`src/mpr_readout_defs.vh`:
```
// Constants for the pattern-readout command interpreter
`ifndef MPR_READOUT_DEFS_VH
`define MPR_READOUT_DEFS_VH
`define CMD_NOP        3'h7
`define CMD_MRS        3'h0
`define CMD_REF        3'h1
`define CMD_PRE        3'h2
`define CMD_ACT        3'h3
`define CMD_WR         3'h4
`define CMD_RD         3'h5
`define MR3_SEL        3'h3
`define MR_EN_BIT      2
`define MR_AP_BIT      10
`define MR_BC_BIT      12
`define PATTERN_BL8    8'hAA
`define PATTERN_RFU    8'h00
`define BEATS_BL8      4'h8
`define BEATS_BC4      4'h4
`define SYNC_FILL      3'h5
`define MR_LOC_HI      1
`define MR_LOC_LO      0
`define COL_NIBBLE_BIT 2
`endif

```
`src/mpr_sync3.v`:
```
// Three-stage synchroniser with agreement check
`timescale 1ns/1ps
`default_nettype none
module mpr_sync3 #(
	parameter W = 1
) (
	// Clock and reset
	input  wire         ref_clk,
	input  wire         rst_n,
	// Data
	input  wire [W-1:0] async_in,
	output reg  [W-1:0] sync_out
);
	reg [W-1:0] s1_q;
	reg [W-1:0] s2_q;
	reg [W-1:0] s3_q;
	integer i;
	always @(posedge ref_clk or negedge rst_n) begin
		if (!rst_n) begin
			s1_q     <= {W{1'b0}};
			s2_q     <= {W{1'b0}};
			s3_q     <= {W{1'b0}};
			sync_out <= {W{1'b0}};
		end else begin
			s1_q <= async_in;
			s2_q <= s1_q;
			s3_q <= s2_q;
			for (i = 0; i < W; i = i + 1) begin
				if (s2_q[i] == s3_q[i]) begin
					sync_out[i] <= s3_q[i];
				end
			end
		end
	end
endmodule
`default_nettype wire

```
`src/mpr_fifo.v`:
```
// Synchronous FIFO with valid and ready on both sides
`timescale 1ns/1ps
`default_nettype none
module mpr_fifo #(
	parameter WIDTH = 8,
	parameter DEPTH = 32,
	parameter AW    = 5
) (
	// Clock and reset
	input  wire             ref_clk,
	input  wire             rst_n,
	// Write side
	input  wire             in_valid,
	output wire             in_ready,
	input  wire [WIDTH-1:0] in_data,
	// Read side
	output wire             out_valid,
	input  wire             out_ready,
	output wire [WIDTH-1:0] out_data
);
	reg [WIDTH-1:0] mem_q [0:DEPTH-1];
	reg [AW-1:0]    wp_q;
	reg [AW-1:0]    rp_q;
	reg [AW:0]      cnt_q;
	wire            push;
	wire            pop;
	assign in_ready  = (cnt_q != DEPTH[AW:0]);
	assign out_valid = (cnt_q != {(AW+1){1'b0}});
	assign out_data  = mem_q[rp_q];
	assign push      = in_valid & in_ready;
	assign pop       = out_valid & out_ready;
	always @(posedge ref_clk) begin
		if (push) begin
			mem_q[wp_q] <= in_data;
		end
	end
	always @(posedge ref_clk or negedge rst_n) begin
		if (!rst_n) begin
			wp_q  <= {AW{1'b0}};
			rp_q  <= {AW{1'b0}};
			cnt_q <= {(AW+1){1'b0}};
		end else begin
			if (push) begin
				wp_q <= (wp_q == DEPTH[AW-1:0] - 1'b1) ? {AW{1'b0}} : wp_q + 1'b1;
			end
			if (pop) begin
				rp_q <= (rp_q == DEPTH[AW-1:0] - 1'b1) ? {AW{1'b0}} : rp_q + 1'b1;
			end
			if (push && !pop) begin
				cnt_q <= cnt_q + 1'b1;
			end else if (pop && !push) begin
				cnt_q <= cnt_q - 1'b1;
			end
		end
	end
endmodule
`default_nettype wire

```
`src/mpr_readout.v`:
```
// Pattern-readout command interpreter of a DDR3-class memory
`include "mpr_readout_defs.vh"
`timescale 1ns/1ps
`default_nettype none
module mpr_readout #(
	parameter DEPTH = 32
) (
	// Clock and reset
	input  wire        ref_clk,
	input  wire        rst_n,
	// Command pins from controller
	input  wire        ck_pin,
	input  wire        cs_n_pin,
	input  wire        ras_n_pin,
	input  wire        cas_n_pin,
	input  wire        we_n_pin,
	input  wire [2:0]  ba_pin,
	input  wire [13:0] addr_pin,
	input  wire        bc4_mode,
	// Read data stream out
	output reg         rd_valid,
	input  wire        rd_ready,
	output reg  [15:0] rd_data,
	output reg         rd_last,
	// Array routing and status
	output reg         arr_rd,
	output reg         arr_wr,
	output reg         arr_ap,
	output reg         mpr_active,
	output reg         illegal_cmd,
	output reg  [1:0]  pattern_location_select,
	output reg         cmd_stall
);
	// ==========================================================
	// Local constants
	localparam MODE_NORMAL  = 1'b0;
	localparam MODE_PATTERN = 1'b1;
	localparam BURST_IDLE   = 1'b0;
	localparam BURST_FILL   = 1'b1;
	localparam SW           = 22;

	// ==========================================================
	// Decode functions
	// Command code, deselect reads as no operation
	function [2:0] cmd_code;
		input       cs_n;
		input [2:0] rcw;
		begin
			cmd_code = cs_n ? `CMD_NOP : rcw;
		end
	endfunction

	// Chopped burst: fixed by mode pin, or A12 low on the fly
	function chop_sel;
		input fixed_bc4;
		input a12;
		begin
			chop_sel = fixed_bc4 | ~a12;
		end
	endfunction

	// First beat: upper nibble for a chopped read with A2 high
	function [2:0] first_beat;
		input chop;
		input a2;
		begin
			first_beat = chop ? {a2, 2'h0} : 3'h0;
		end
	endfunction

	// Beats in one burst
	function [3:0] burst_len;
		input chop;
		begin
			burst_len = chop ? `BEATS_BC4 : `BEATS_BL8;
		end
	endfunction

	// Pattern bit of one beat, beat zero in the lowest bit
	function pat_bit;
		input [1:0] loc;
		input [2:0] beat;
		reg   [7:0] p;
		begin
			p       = (loc == 2'h0) ? `PATTERN_BL8 : `PATTERN_RFU;
			pat_bit = p[beat];
		end
	endfunction

	// ==========================================================
	// Pin synchronisation
	wire          ck_s;
	wire          cs_n_s;
	wire          ras_n_s;
	wire          cas_n_s;
	wire          we_n_s;
	wire [2:0]    ba_s;
	wire [13:0]   a_s;
	wire [SW-1:0] pins_raw;
	wire [SW-1:0] pins_s;
	assign pins_raw = {ck_pin, cs_n_pin, ras_n_pin, cas_n_pin, we_n_pin,
		ba_pin, addr_pin};
	mpr_sync3 #(.W(SW)) u_sync (
		.ref_clk  (ref_clk),
		.rst_n    (rst_n),
		.async_in (pins_raw),
		.sync_out (pins_s)
	);
	assign ck_s    = pins_s[21];
	assign cs_n_s  = pins_s[20];
	assign ras_n_s = pins_s[19];
	assign cas_n_s = pins_s[18];
	assign we_n_s  = pins_s[17];
	assign ba_s    = pins_s[16:14];
	assign a_s     = pins_s[13:0];

	// ==========================================================
	// CK edge detection and command decode
	reg  [2:0]  warm_q;
	reg         ck_prev_q;
	wire        warm;
	wire        ck_rise;
	wire [2:0]  cmd;
	wire        cmd_mrs_mr3;
	wire        cmd_rd;
	wire        cmd_wr;
	// Edges count once the synchroniser holds real pin values
	assign warm        = (warm_q == `SYNC_FILL);
	assign ck_rise     = warm & ck_s & ~ck_prev_q;
	assign cmd         = cmd_code(cs_n_s, {ras_n_s, cas_n_s, we_n_s});
	assign cmd_mrs_mr3 = (cmd == `CMD_MRS) && (ba_s == `MR3_SEL);
	assign cmd_rd      = (cmd == `CMD_RD);
	assign cmd_wr      = (cmd == `CMD_WR);
	always @(posedge ref_clk or negedge rst_n) begin
		if (!rst_n) begin
			warm_q    <= 3'h0;
			ck_prev_q <= 1'b0;
		end else begin
			ck_prev_q <= ck_s;
			if (!warm) begin
				warm_q <= warm_q + 3'h1;
			end
		end
	end

	// ==========================================================
	// Mode state
	reg         mode_q;
	reg         mode_d;
	reg  [1:0]  loc_q;
	reg  [1:0]  loc_d;
	always @* begin
		mode_d = mode_q;
		loc_d  = loc_q;
		if (ck_rise && cmd_mrs_mr3) begin
			mode_d = a_s[`MR_EN_BIT];
			loc_d  = a_s[`MR_LOC_HI:`MR_LOC_LO];
		end
	end

	// ==========================================================
	// Burst generation
	reg         burst_q;
	reg         burst_d;
	reg  [3:0]  left_q;
	reg  [3:0]  left_d;
	reg  [2:0]  beat_q;
	reg  [2:0]  beat_d;
	wire        chop_rd;
	wire        rd_take;
	wire        push;
	wire        f_ready;
	assign chop_rd = chop_sel(bc4_mode, a_s[`MR_BC_BIT]);
	assign rd_take = ck_rise && (mode_q == MODE_PATTERN) && cmd_rd;
	assign push    = (burst_q == BURST_FILL);
	always @* begin
		burst_d = burst_q;
		left_d  = left_q;
		beat_d  = beat_q;
		case (burst_q)
		BURST_IDLE: begin
			if (rd_take) begin
				beat_d  = first_beat(chop_rd,
					a_s[`COL_NIBBLE_BIT]);
				left_d  = burst_len(chop_rd);
				burst_d = BURST_FILL;
			end
		end
		BURST_FILL: begin
			if (f_ready) begin
				left_d = left_q - 4'h1;
				beat_d = beat_q + 3'h1;
				if (left_q == 4'h1) begin
					burst_d = BURST_IDLE;
				end
			end
		end
		default: begin
			burst_d = BURST_IDLE;
		end
		endcase
	end

	// ==========================================================
	// Command checks and array routing
	reg         ill_d;
	reg         arr_rd_d;
	reg         arr_wr_d;
	reg         arr_ap_d;
	always @* begin
		ill_d    = 1'b0;
		arr_rd_d = 1'b0;
		arr_wr_d = 1'b0;
		arr_ap_d = 1'b0;
		if (ck_rise && !cmd_mrs_mr3) begin
			case (mode_q)
			MODE_PATTERN: begin
				// Command other than read, no operation or MR3 mode-register set flagged
				ill_d = !cmd_rd && (cmd != `CMD_NOP);
			end
			MODE_NORMAL: begin
				arr_rd_d = cmd_rd;
				arr_wr_d = cmd_wr;
				arr_ap_d = (cmd_rd | cmd_wr) & a_s[`MR_AP_BIT];
			end
			default: begin
				ill_d = 1'b0;
			end
			endcase
		end
	end

	// ==========================================================
	// State registers
	always @(posedge ref_clk or negedge rst_n) begin
		if (!rst_n) begin
			mode_q      <= MODE_NORMAL;
			loc_q       <= 2'h0;
			burst_q     <= BURST_IDLE;
			left_q      <= 4'h0;
			beat_q      <= 3'h0;
			arr_rd      <= 1'b0;
			arr_wr      <= 1'b0;
			arr_ap      <= 1'b0;
			illegal_cmd <= 1'b0;
		end else begin
			mode_q      <= mode_d;
			loc_q       <= loc_d;
			burst_q     <= burst_d;
			left_q      <= left_d;
			beat_q      <= beat_d;
			arr_rd      <= arr_rd_d;
			arr_wr      <= arr_wr_d;
			arr_ap      <= arr_ap_d;
			illegal_cmd <= ill_d;
		end
	end

	// ==========================================================
	// Output buffer
	wire        pb;
	wire [15:0] word;
	wire [16:0] f_in;
	wire        f_valid;
	wire [16:0] f_data;
	wire        f_out_ready;
	assign pb          = pat_bit(loc_q, beat_q);
	// pattern bit copied across both byte lanes
	assign word        = {{8{pb}}, {8{pb}}};
	assign f_in        = {left_q == 4'h1, word};
	assign f_out_ready = ~rd_valid | rd_ready;
	mpr_fifo #(.WIDTH(17), .DEPTH(DEPTH), .AW(5)) u_fifo (
		.ref_clk   (ref_clk),
		.rst_n     (rst_n),
		.in_valid  (push),
		.in_ready  (f_ready),
		.in_data   (f_in),
		.out_valid (f_valid),
		.out_ready (f_out_ready),
		.out_data  (f_data)
	);

	// ==========================================================
	// Output register stage
	reg         rd_valid_d;
	reg  [15:0] rd_data_d;
	reg         rd_last_d;
	always @* begin
		rd_valid_d = rd_valid;
		rd_data_d  = rd_data;
		rd_last_d  = rd_last;
		if (f_out_ready) begin
			rd_valid_d = f_valid;
			rd_last_d  = f_data[16] & f_valid;
			if (f_valid) begin
				rd_data_d = f_data[15:0];
			end
		end
	end
	always @(posedge ref_clk or negedge rst_n) begin
		if (!rst_n) begin
			rd_valid                <= 1'b0;
			rd_data                 <= 16'h0000;
			rd_last                 <= 1'b0;
			mpr_active              <= 1'b0;
			pattern_location_select <= 2'h0;
			cmd_stall               <= 1'b0;
		end else begin
			rd_valid                <= rd_valid_d;
			rd_data                 <= rd_data_d;
			rd_last                 <= rd_last_d;
			mpr_active              <= mode_q;
			pattern_location_select <= loc_q;
			cmd_stall               <= ~f_ready;
		end
	end
endmodule
`default_nettype wire

```
`config.mk`:
```
export PLATFORM = sky130hd
export DESIGN_NAME = mpr_readout
export DESIGN_NICKNAME = d
export VERILOG_FILES = /design/src/mpr_sync3.v /design/src/mpr_fifo.v /design/src/mpr_readout.v
export VERILOG_INCLUDE_DIRS = /design/src /design/src/src
export SDC_FILE = /design/constraint.sdc
export NUM_CORES = 1
export LEC_CHECK = 0
export CELL_PAD_IN_SITES_DETAIL_PLACEMENT = 1
export CELL_PAD_IN_SITES_GLOBAL_PLACEMENT = 1
export CORE_UTILIZATION = 52
export DETAILED_ROUTE_END_ITERATION = 10
export DONT_BUFFER_PORTS = 1
export PLACE_DENSITY = 0.89
export SYNTH_ARGS = -nofsm -noshare
export SYNTH_HDL_FRONTEND = slang
export SYNTH_SLANG_ARGS = --single-unit
```
`constraint.sdc`:
```
create_clock -name ref_clk -period 3.5 [get_ports ref_clk]
set_input_delay 0.7 -clock ref_clk [delete_from_list [all_inputs] [get_ports ref_clk]]
set_output_delay 0.7 -clock ref_clk [all_outputs]
set_load 0.01 [all_outputs]
```
Word-level counts from Yosys, hierarchy flattened
Memories as Yosys holds them, arrays and structs flattened.
Cells that the tools add are included.
{"block": "classes", "n_addsub": 7, "order_cmp": 1, "eq_ne": 24, "n_mux": 30, "n_bitwise": 14, "n_reduce_logical": 18}
{"op": "2-to-1 mux 1 bit", "n": 14}
{"op": "== test 1 bit", "n": 13}
{"op": "2-to-1 mux 3 bit", "n": 4}
{"op": "2-to-1 mux 4 bit", "n": 3}
{"op": "2-to-1 mux 6 bit", "n": 2}
{"op": "adder 5 x 1 -> 5 bit, second input constant", "n": 2}
{"op": "== test 5 bit, second input constant", "n": 2}
{"op": "2-to-1 mux 5 bit", "n": 2}
{"op": "== test 3 bit, second input constant", "n": 3}
{"op": "logical AND 1 bit", "n": 8}
{"op": "2-to-1 mux 8 bit", "n": 1}
{"op": "one-hot mux 4 bit (2 select lines)", "n": 1}
{"op": "adder 3 x 1 -> 3 bit, second input constant", "n": 2}
{"op": "adder 6 x 1 -> 6 bit, second input constant", "n": 1}
{"op": "bitwise AND 1 bit", "n": 6}
{"op": "inequality test 6 bit, second input constant", "n": 1}
{"op": "one-hot mux 3 bit (2 select lines)", "n": 1}
{"op": "nonzero test 6 bit", "n": 1}
{"op": "subtractor 6 x 1 -> 6 bit, second input constant", "n": 1}
{"op": "inverter 1 bit", "n": 5}
{"op": "== test 4 x 1 -> 1 bit, second input constant", "n": 1}
{"op": "logical NOT 1 bit", "n": 4}
{"op": "less-than comparator 3 x 4 -> 1 bit, second input constant", "n": 1}
{"op": "AND reduction 2 bit", "n": 2}
{"op": "11 further kinds", "n": 13}
{"block": "totals", "ff_bits": 136, "ramBits": 544, "inputBits": 26, "out_inout_bits": 26, "elab_cells": 131, "mem_count": 1}
{"name": "u_fifo.mem_q", "depth": 32, "word_bits": 17, "read_ports": 1, "rd_clocked_by_memory_dff": 0, "wr": 1, "line": "mpr_fifo.v:21", "rtl": "reg [WIDTH-1:0] mem_q [0:DEPTH-1];"}

Depth between registers and ports, before layout
{"block": "logic_depth", "word_depth": 7, "mapped_depth": 13, "mapped_depth_nobuf": 12}

By module
A second synthesis with hierarchy kept.
{"block": "hier_totals", "hier_cells": 1359, "hier_area_um2": 25886.1}
{"mod": "mpr_fifo", "n_inst": 1, "cells_each": 1123, "area_per_inst_um2": 21843.4, "seq_area_each_um2": 16736.1}
{"mod": "mpr_sync3", "n_inst": 1, "cells_each": 110, "area_per_inst_um2": 2449.8, "seq_area_each_um2": 2202.1}
{"mod": "mpr_readout", "n_inst": 1, "cells_each": 126, "area_per_inst_um2": 1592.8, "seq_area_each_um2": 975.9}

Worst setup path after synthesis
Ideal clock, no wire load.
{"block": "synth_timing", "path_type": "flip-flop to flip-flop", "startpoint": "register u_fifo.cnt_q[0]", "endpoint": "register u_fifo.cnt_q[5]", "setup_time_ns": 0.132, "arrival_ns": 2.885, "required_time_ns": 3.368, "setup_slack_ns": 0.483, "path_stages_with_launch": 14, "path_buffers": 2, "synth_period_minus_slack_ns": 3.017, "path_cell_list": "dfrtp_1 -> or4_4 -> o21ai_1 -> buf_4 -> inv_2 -> buf_6 -> ha_1 -> inv_1 -> ha_1 -> and2_1 -> a22o_1 -> mux2i_1 -> o2111ai_1 -> xor2_1"}
{"block": "synth_between", "elab_chain_cells": 5, "word_cells_on_any_way": 13, "classes_between": "add/sub (2); eq/ne (1); mux (2); bitwise (2); reduce/logical (6)"}
{"element": "from (decl)", "line": "mpr_fifo.v:24", "rtl": "reg [AW:0] cnt_q;"}
{"element": "from (signal assigned)", "line": "mpr_fifo.v:41", "rtl": "cnt_q <= {(AW+1){1'b0}};"}
{"element": "from (signal assigned)", "line": "mpr_fifo.v:50", "rtl": "cnt_q <= cnt_q + 1'b1;"}
{"element": "from (signal assigned)", "line": "mpr_fifo.v:52", "rtl": "cnt_q <= cnt_q - 1'b1;"}
{"element": "inequality test 6 bit *", "line": "mpr_fifo.v:27", "rtl": "assign in_ready = (cnt_q != DEPTH[AW:0]);"}
{"element": "bitwise AND 1 bit *", "line": "mpr_fifo.v:30", "rtl": "assign push = in_valid & in_ready;"}
{"element": "via u_fifo.push", "line": "mpr_fifo.v:25", "rtl": "wire push;"}
{"element": "logical NOT 1 bit", "line": "mpr_fifo.v:51", "rtl": "end else if (pop && !push) begin"}
{"element": "logical AND 1 bit", "line": "mpr_fifo.v:51"}
{"element": "nonzero test 2 bit (no line)"}
The timed path passes the listed nets; every way through them passes the cells marked *. The select of a mux whose other input is x is not followed.
A chain may end at the register's enable or synchronous reset.

Final worst setup path
{"block": "layout_timing", "startpoint": "register u_fifo.cnt_q[0]", "endpoint": "register u_fifo.cnt_q[5]"}
{"block": "layout_between", "elab_chain_cells": 5, "word_cells_on_any_way": 13, "classes_between": "add/sub (2); eq/ne (1); mux (2); bitwise (2); reduce/logical (6)"}
{"element": "parallel branches: the longest is 5 deep, another holds subtractor 6 x 1 -> 6 bit"}
Several ways; the timed one is not identified. The select of a mux whose other input is x is not followed.

==> results.json <==
{
  "status": "finished, violations left",
  "violations": "DRC",
  "dieArea_um2": 12500,
  "synth_top_flop_cell": "dfrtp_1",
  "postSynthAreaPerCell_um2": 14.2,
  "slew_viol_final": 0,
  "relSlewSlack_pct": 19.8,
  "ffs_w_async_s_r_synth_pct": 59.0,
  "fp-row-count": 39,
  "design.portCount": 52,
  "r2r.worst_path.cells": 11,
  "clock_latency_ns": 0.44,
  "synth_top_area_share_pct": 36.8,
  "tritoncts_clock_tree": "yes",
  "synth_common_cells": "92 x dfrtp_1, 64 x edfxtp_1, 47 x nor2_1",
  "yosys.area.top_type": "dfrtp_1",
  "finalCritPeriodShare_pct": 93.6,
  "fraction_of_layout_instances_using_a_drive_strength_above_1_pct": 16.3,
  "fin_worst_hold_slack_ns": 0.172,
  "route.detailed.wl_per_inst_um": 22.0,
  "vias": 3464,
  "post_synth_inst_count": 440,
  "timing.critical_path.to_type": "flip-flop",
  "diodes_inserted": 0,
  "antenna_left": 0,
  "design.core.area_um2": 11600,
  "maxClockFrequency_ghz": 0.305,
  "tns_ns": 0,
  "synth.most_common_cell": "dfrtp_1",
  "first_pass_grt_wire_length_um": 21400,
  "grt_start_max_net_pins": 93,
  "max_cap_violations": 0,
  "synth_top_cells_by_area": "dfrtp_1 37%, edfxtp_1 31%, mux4_2 4.3%",
  "synth.yosys.seq_area_share_pct": 67.5,
  "grt_setup_unrepaired": "false",
  "count_of_distinct_cell_types_in_the_synthesized_netlist": 54,
  "numCtsBuffers": 17,
  "routabilityCongestion": 0.798,
  "critPathMaxFanout": 10,
  "drtPass1Iterations": 7,
  "layout-area-overhead-vs-synth_pct": 11.1,
  "antenna_violations_before_repair": 0,
  "worst_setup_hold_path_clk_slew_ns": 0.07,
  "htree_num_levels": 4,
  "hold_viol": 0,
  "synthesis.yosys.warnings": 0,
  "cts_hold_buffers": 1,
  "ir_worst_vdd_mv": 0.787,
  "ys_ff_latch": 156,
  "die_y_um": 112,
  "cts_max_path_buffers": 2,
  "cts.repair_timing.setup_buffer_count": 0,
  "die-width_um": 112,
  "detailed_placer_s_ending_hpwl_um": 8020,
  "grt_overflow": 0,
  "cellLeakagePower_nw": 2.76,
  "nNetsFinal": 478,
  "drt-total-wl_um": 13000,
  "critical_path.startpoint_type": "flip-flop",
  "worstPathArrival_ns": 3.59,
  "floorplan.initialDensity_pct": 54.1,
  "fin_worst_skew_ns": 0.00828,
  "critPathKind": "flip-flop to flip-flop",
  "netlist_area_um2": 6260,
  "drt_iter0_markers": 284,
  "average_via_count_per_standard_cell": 5.86,
  "synthesized_netlist_net_count": 483,
  "tightest_slew_ns": 1.20,
  "holdCritPathClass": "input pin to asynchronous set/reset pin",
  "io_buffer_count": 0,
  "post_cts.resized_instances": 0,
  "drcViolationCount": 4,
  "grt_pass1_vias": 3993,
  "cts-root-buf": "clkbuf_16",
  "number_of_enable_type_register_cells_in_the_synthesized_netlist": 64,
  "clock_sink_count": 156,
  "grt_use_total_pct": 23.6,
  "power.density_nw_per_um2": 748,
  "final_setup_violation_count": 0,
  "critical_path_required_ns": 3.82,
  "timing.final.crit_period_ns": 3.28
}
-- per-stage QoR --
stage	power, W	util (%)	std cells	setup WS [ns]	area (um^2)
after global routing	0.00541	60.1	591	0.0558	6950
after floorplan	0.00312	-	440	0.483	6260
final	0.00520	60.1	591	0.222	6950
after detailed placement	0.00327	54.5	558	0.236	6300
after global placement	0.00318	54.5	558	0.384	6300
after CTS	0.00522	60.1	591	0.235	6950
-- area by class of cell --
cell class                 instances  area [um^2]
clock buffer                      20          489
clock inverter                    12          134
fill                            1045         4620
inverter                           9         35.0
multi-input combinational        245         1820
sequential                       156         4220
tap                              143          179
timing repair buffer               6         65.1
-- layer usage --
metal  GRT usage, %  wire (um)  vias up
met5              0          0        -
li1               -          -     1561
met4           9.46        323        0
met1           26.1       5010     1796
met3           6.86        479       27
met2           42.4       7210       80
-- flip-flops by register name, summed over array words and instances (netlist names), 4 cells and up --
name	cells
left_q	4
u_fifo.cnt_q	6
u_fifo.mem_q	64
u_fifo.rp_q	5
u_fifo.wp_q	5
u_sync.s1_q	13
u_sync.s2_q	13
u_sync.s3_q	13
u_sync.sync_out	13
-- critical path, cell delays in order (launching register included) --
cell       delay (ns)
dfrtp_1          0.45
or4_4            0.60
o21ai_1          0.24
inv_2            0.16
ha_1             0.29
inv_1            0.21
ha_1             0.32
and2_1           0.19
a22o_1           0.23
mux2i_1          0.15
o2111ai_1        0.15
xor2_1           0.17
-- worst paths after layout --
kind,startpoint,to,slack [ns]
max,u_fifo.cnt_q[0]$_DFFE_PN0P_,u_fifo.cnt_q[5]$_DFFE_PN0P_,0.22
min,rst_n,u_fifo.wp_q[2]$_DFFE_PN0P_,0.17
max reg2reg,u_fifo.cnt_q[0]$_DFFE_PN0P_,u_fifo.cnt_q[5]$_DFFE_PN0P_,0.22
min reg2reg,u_sync.s1_q[15]$_DFF_PN0_,u_sync.s2_q[15]$_DFF_PN0_,0.35
max in group asynchronous,rst_n,u_fifo.rp_q[0]$_DFFE_PN0P_,2.95
min in group ref_clk,ba_pin[0],u_sync.s1_q[14]$_DFF_PN0_,0.29
-- logic make-up (layout without fill, tap and decap cells) --
group | Yosys count | count (layout) | synth area share [%]
flops | 156 | 156 | 67.5
simple gates | 141 | 141 | 11.4
compound gates | 41 | 41 | 4.14
buf+inv | 39 | 47 | 3.60
fa+ha+maj | 30 | 30 | 5.60
mux | 28 | 28 | 7.06
xor+xnor | 5 | 5 | 0.700
-- cells in the final DEF (no fill, tap or decap), drive strengths merged, types with 5 or more instances in the layout --
cell,count
dfrtp,92
edfxtp,64
nor2,47
nand2,35
clkbuf,20
inv,18
o21ai,17
ha,16
maj3,13
mux4,12
mux2,9
nor3,9
a21oi,7
mux2i,7
nand3,6
buf,6
nand4b,5
and2,5
-- report_power, final --
group          leakage (nW)  internal [W]  switching, W
sequential             1.75       0.00209      0.000265
combinational         0.693      0.000418      0.000510
clock                 0.311       0.00111      0.000798
total                  2.76       0.00362       0.00157
No activity file was read; power rests on OpenSTA's default activity.
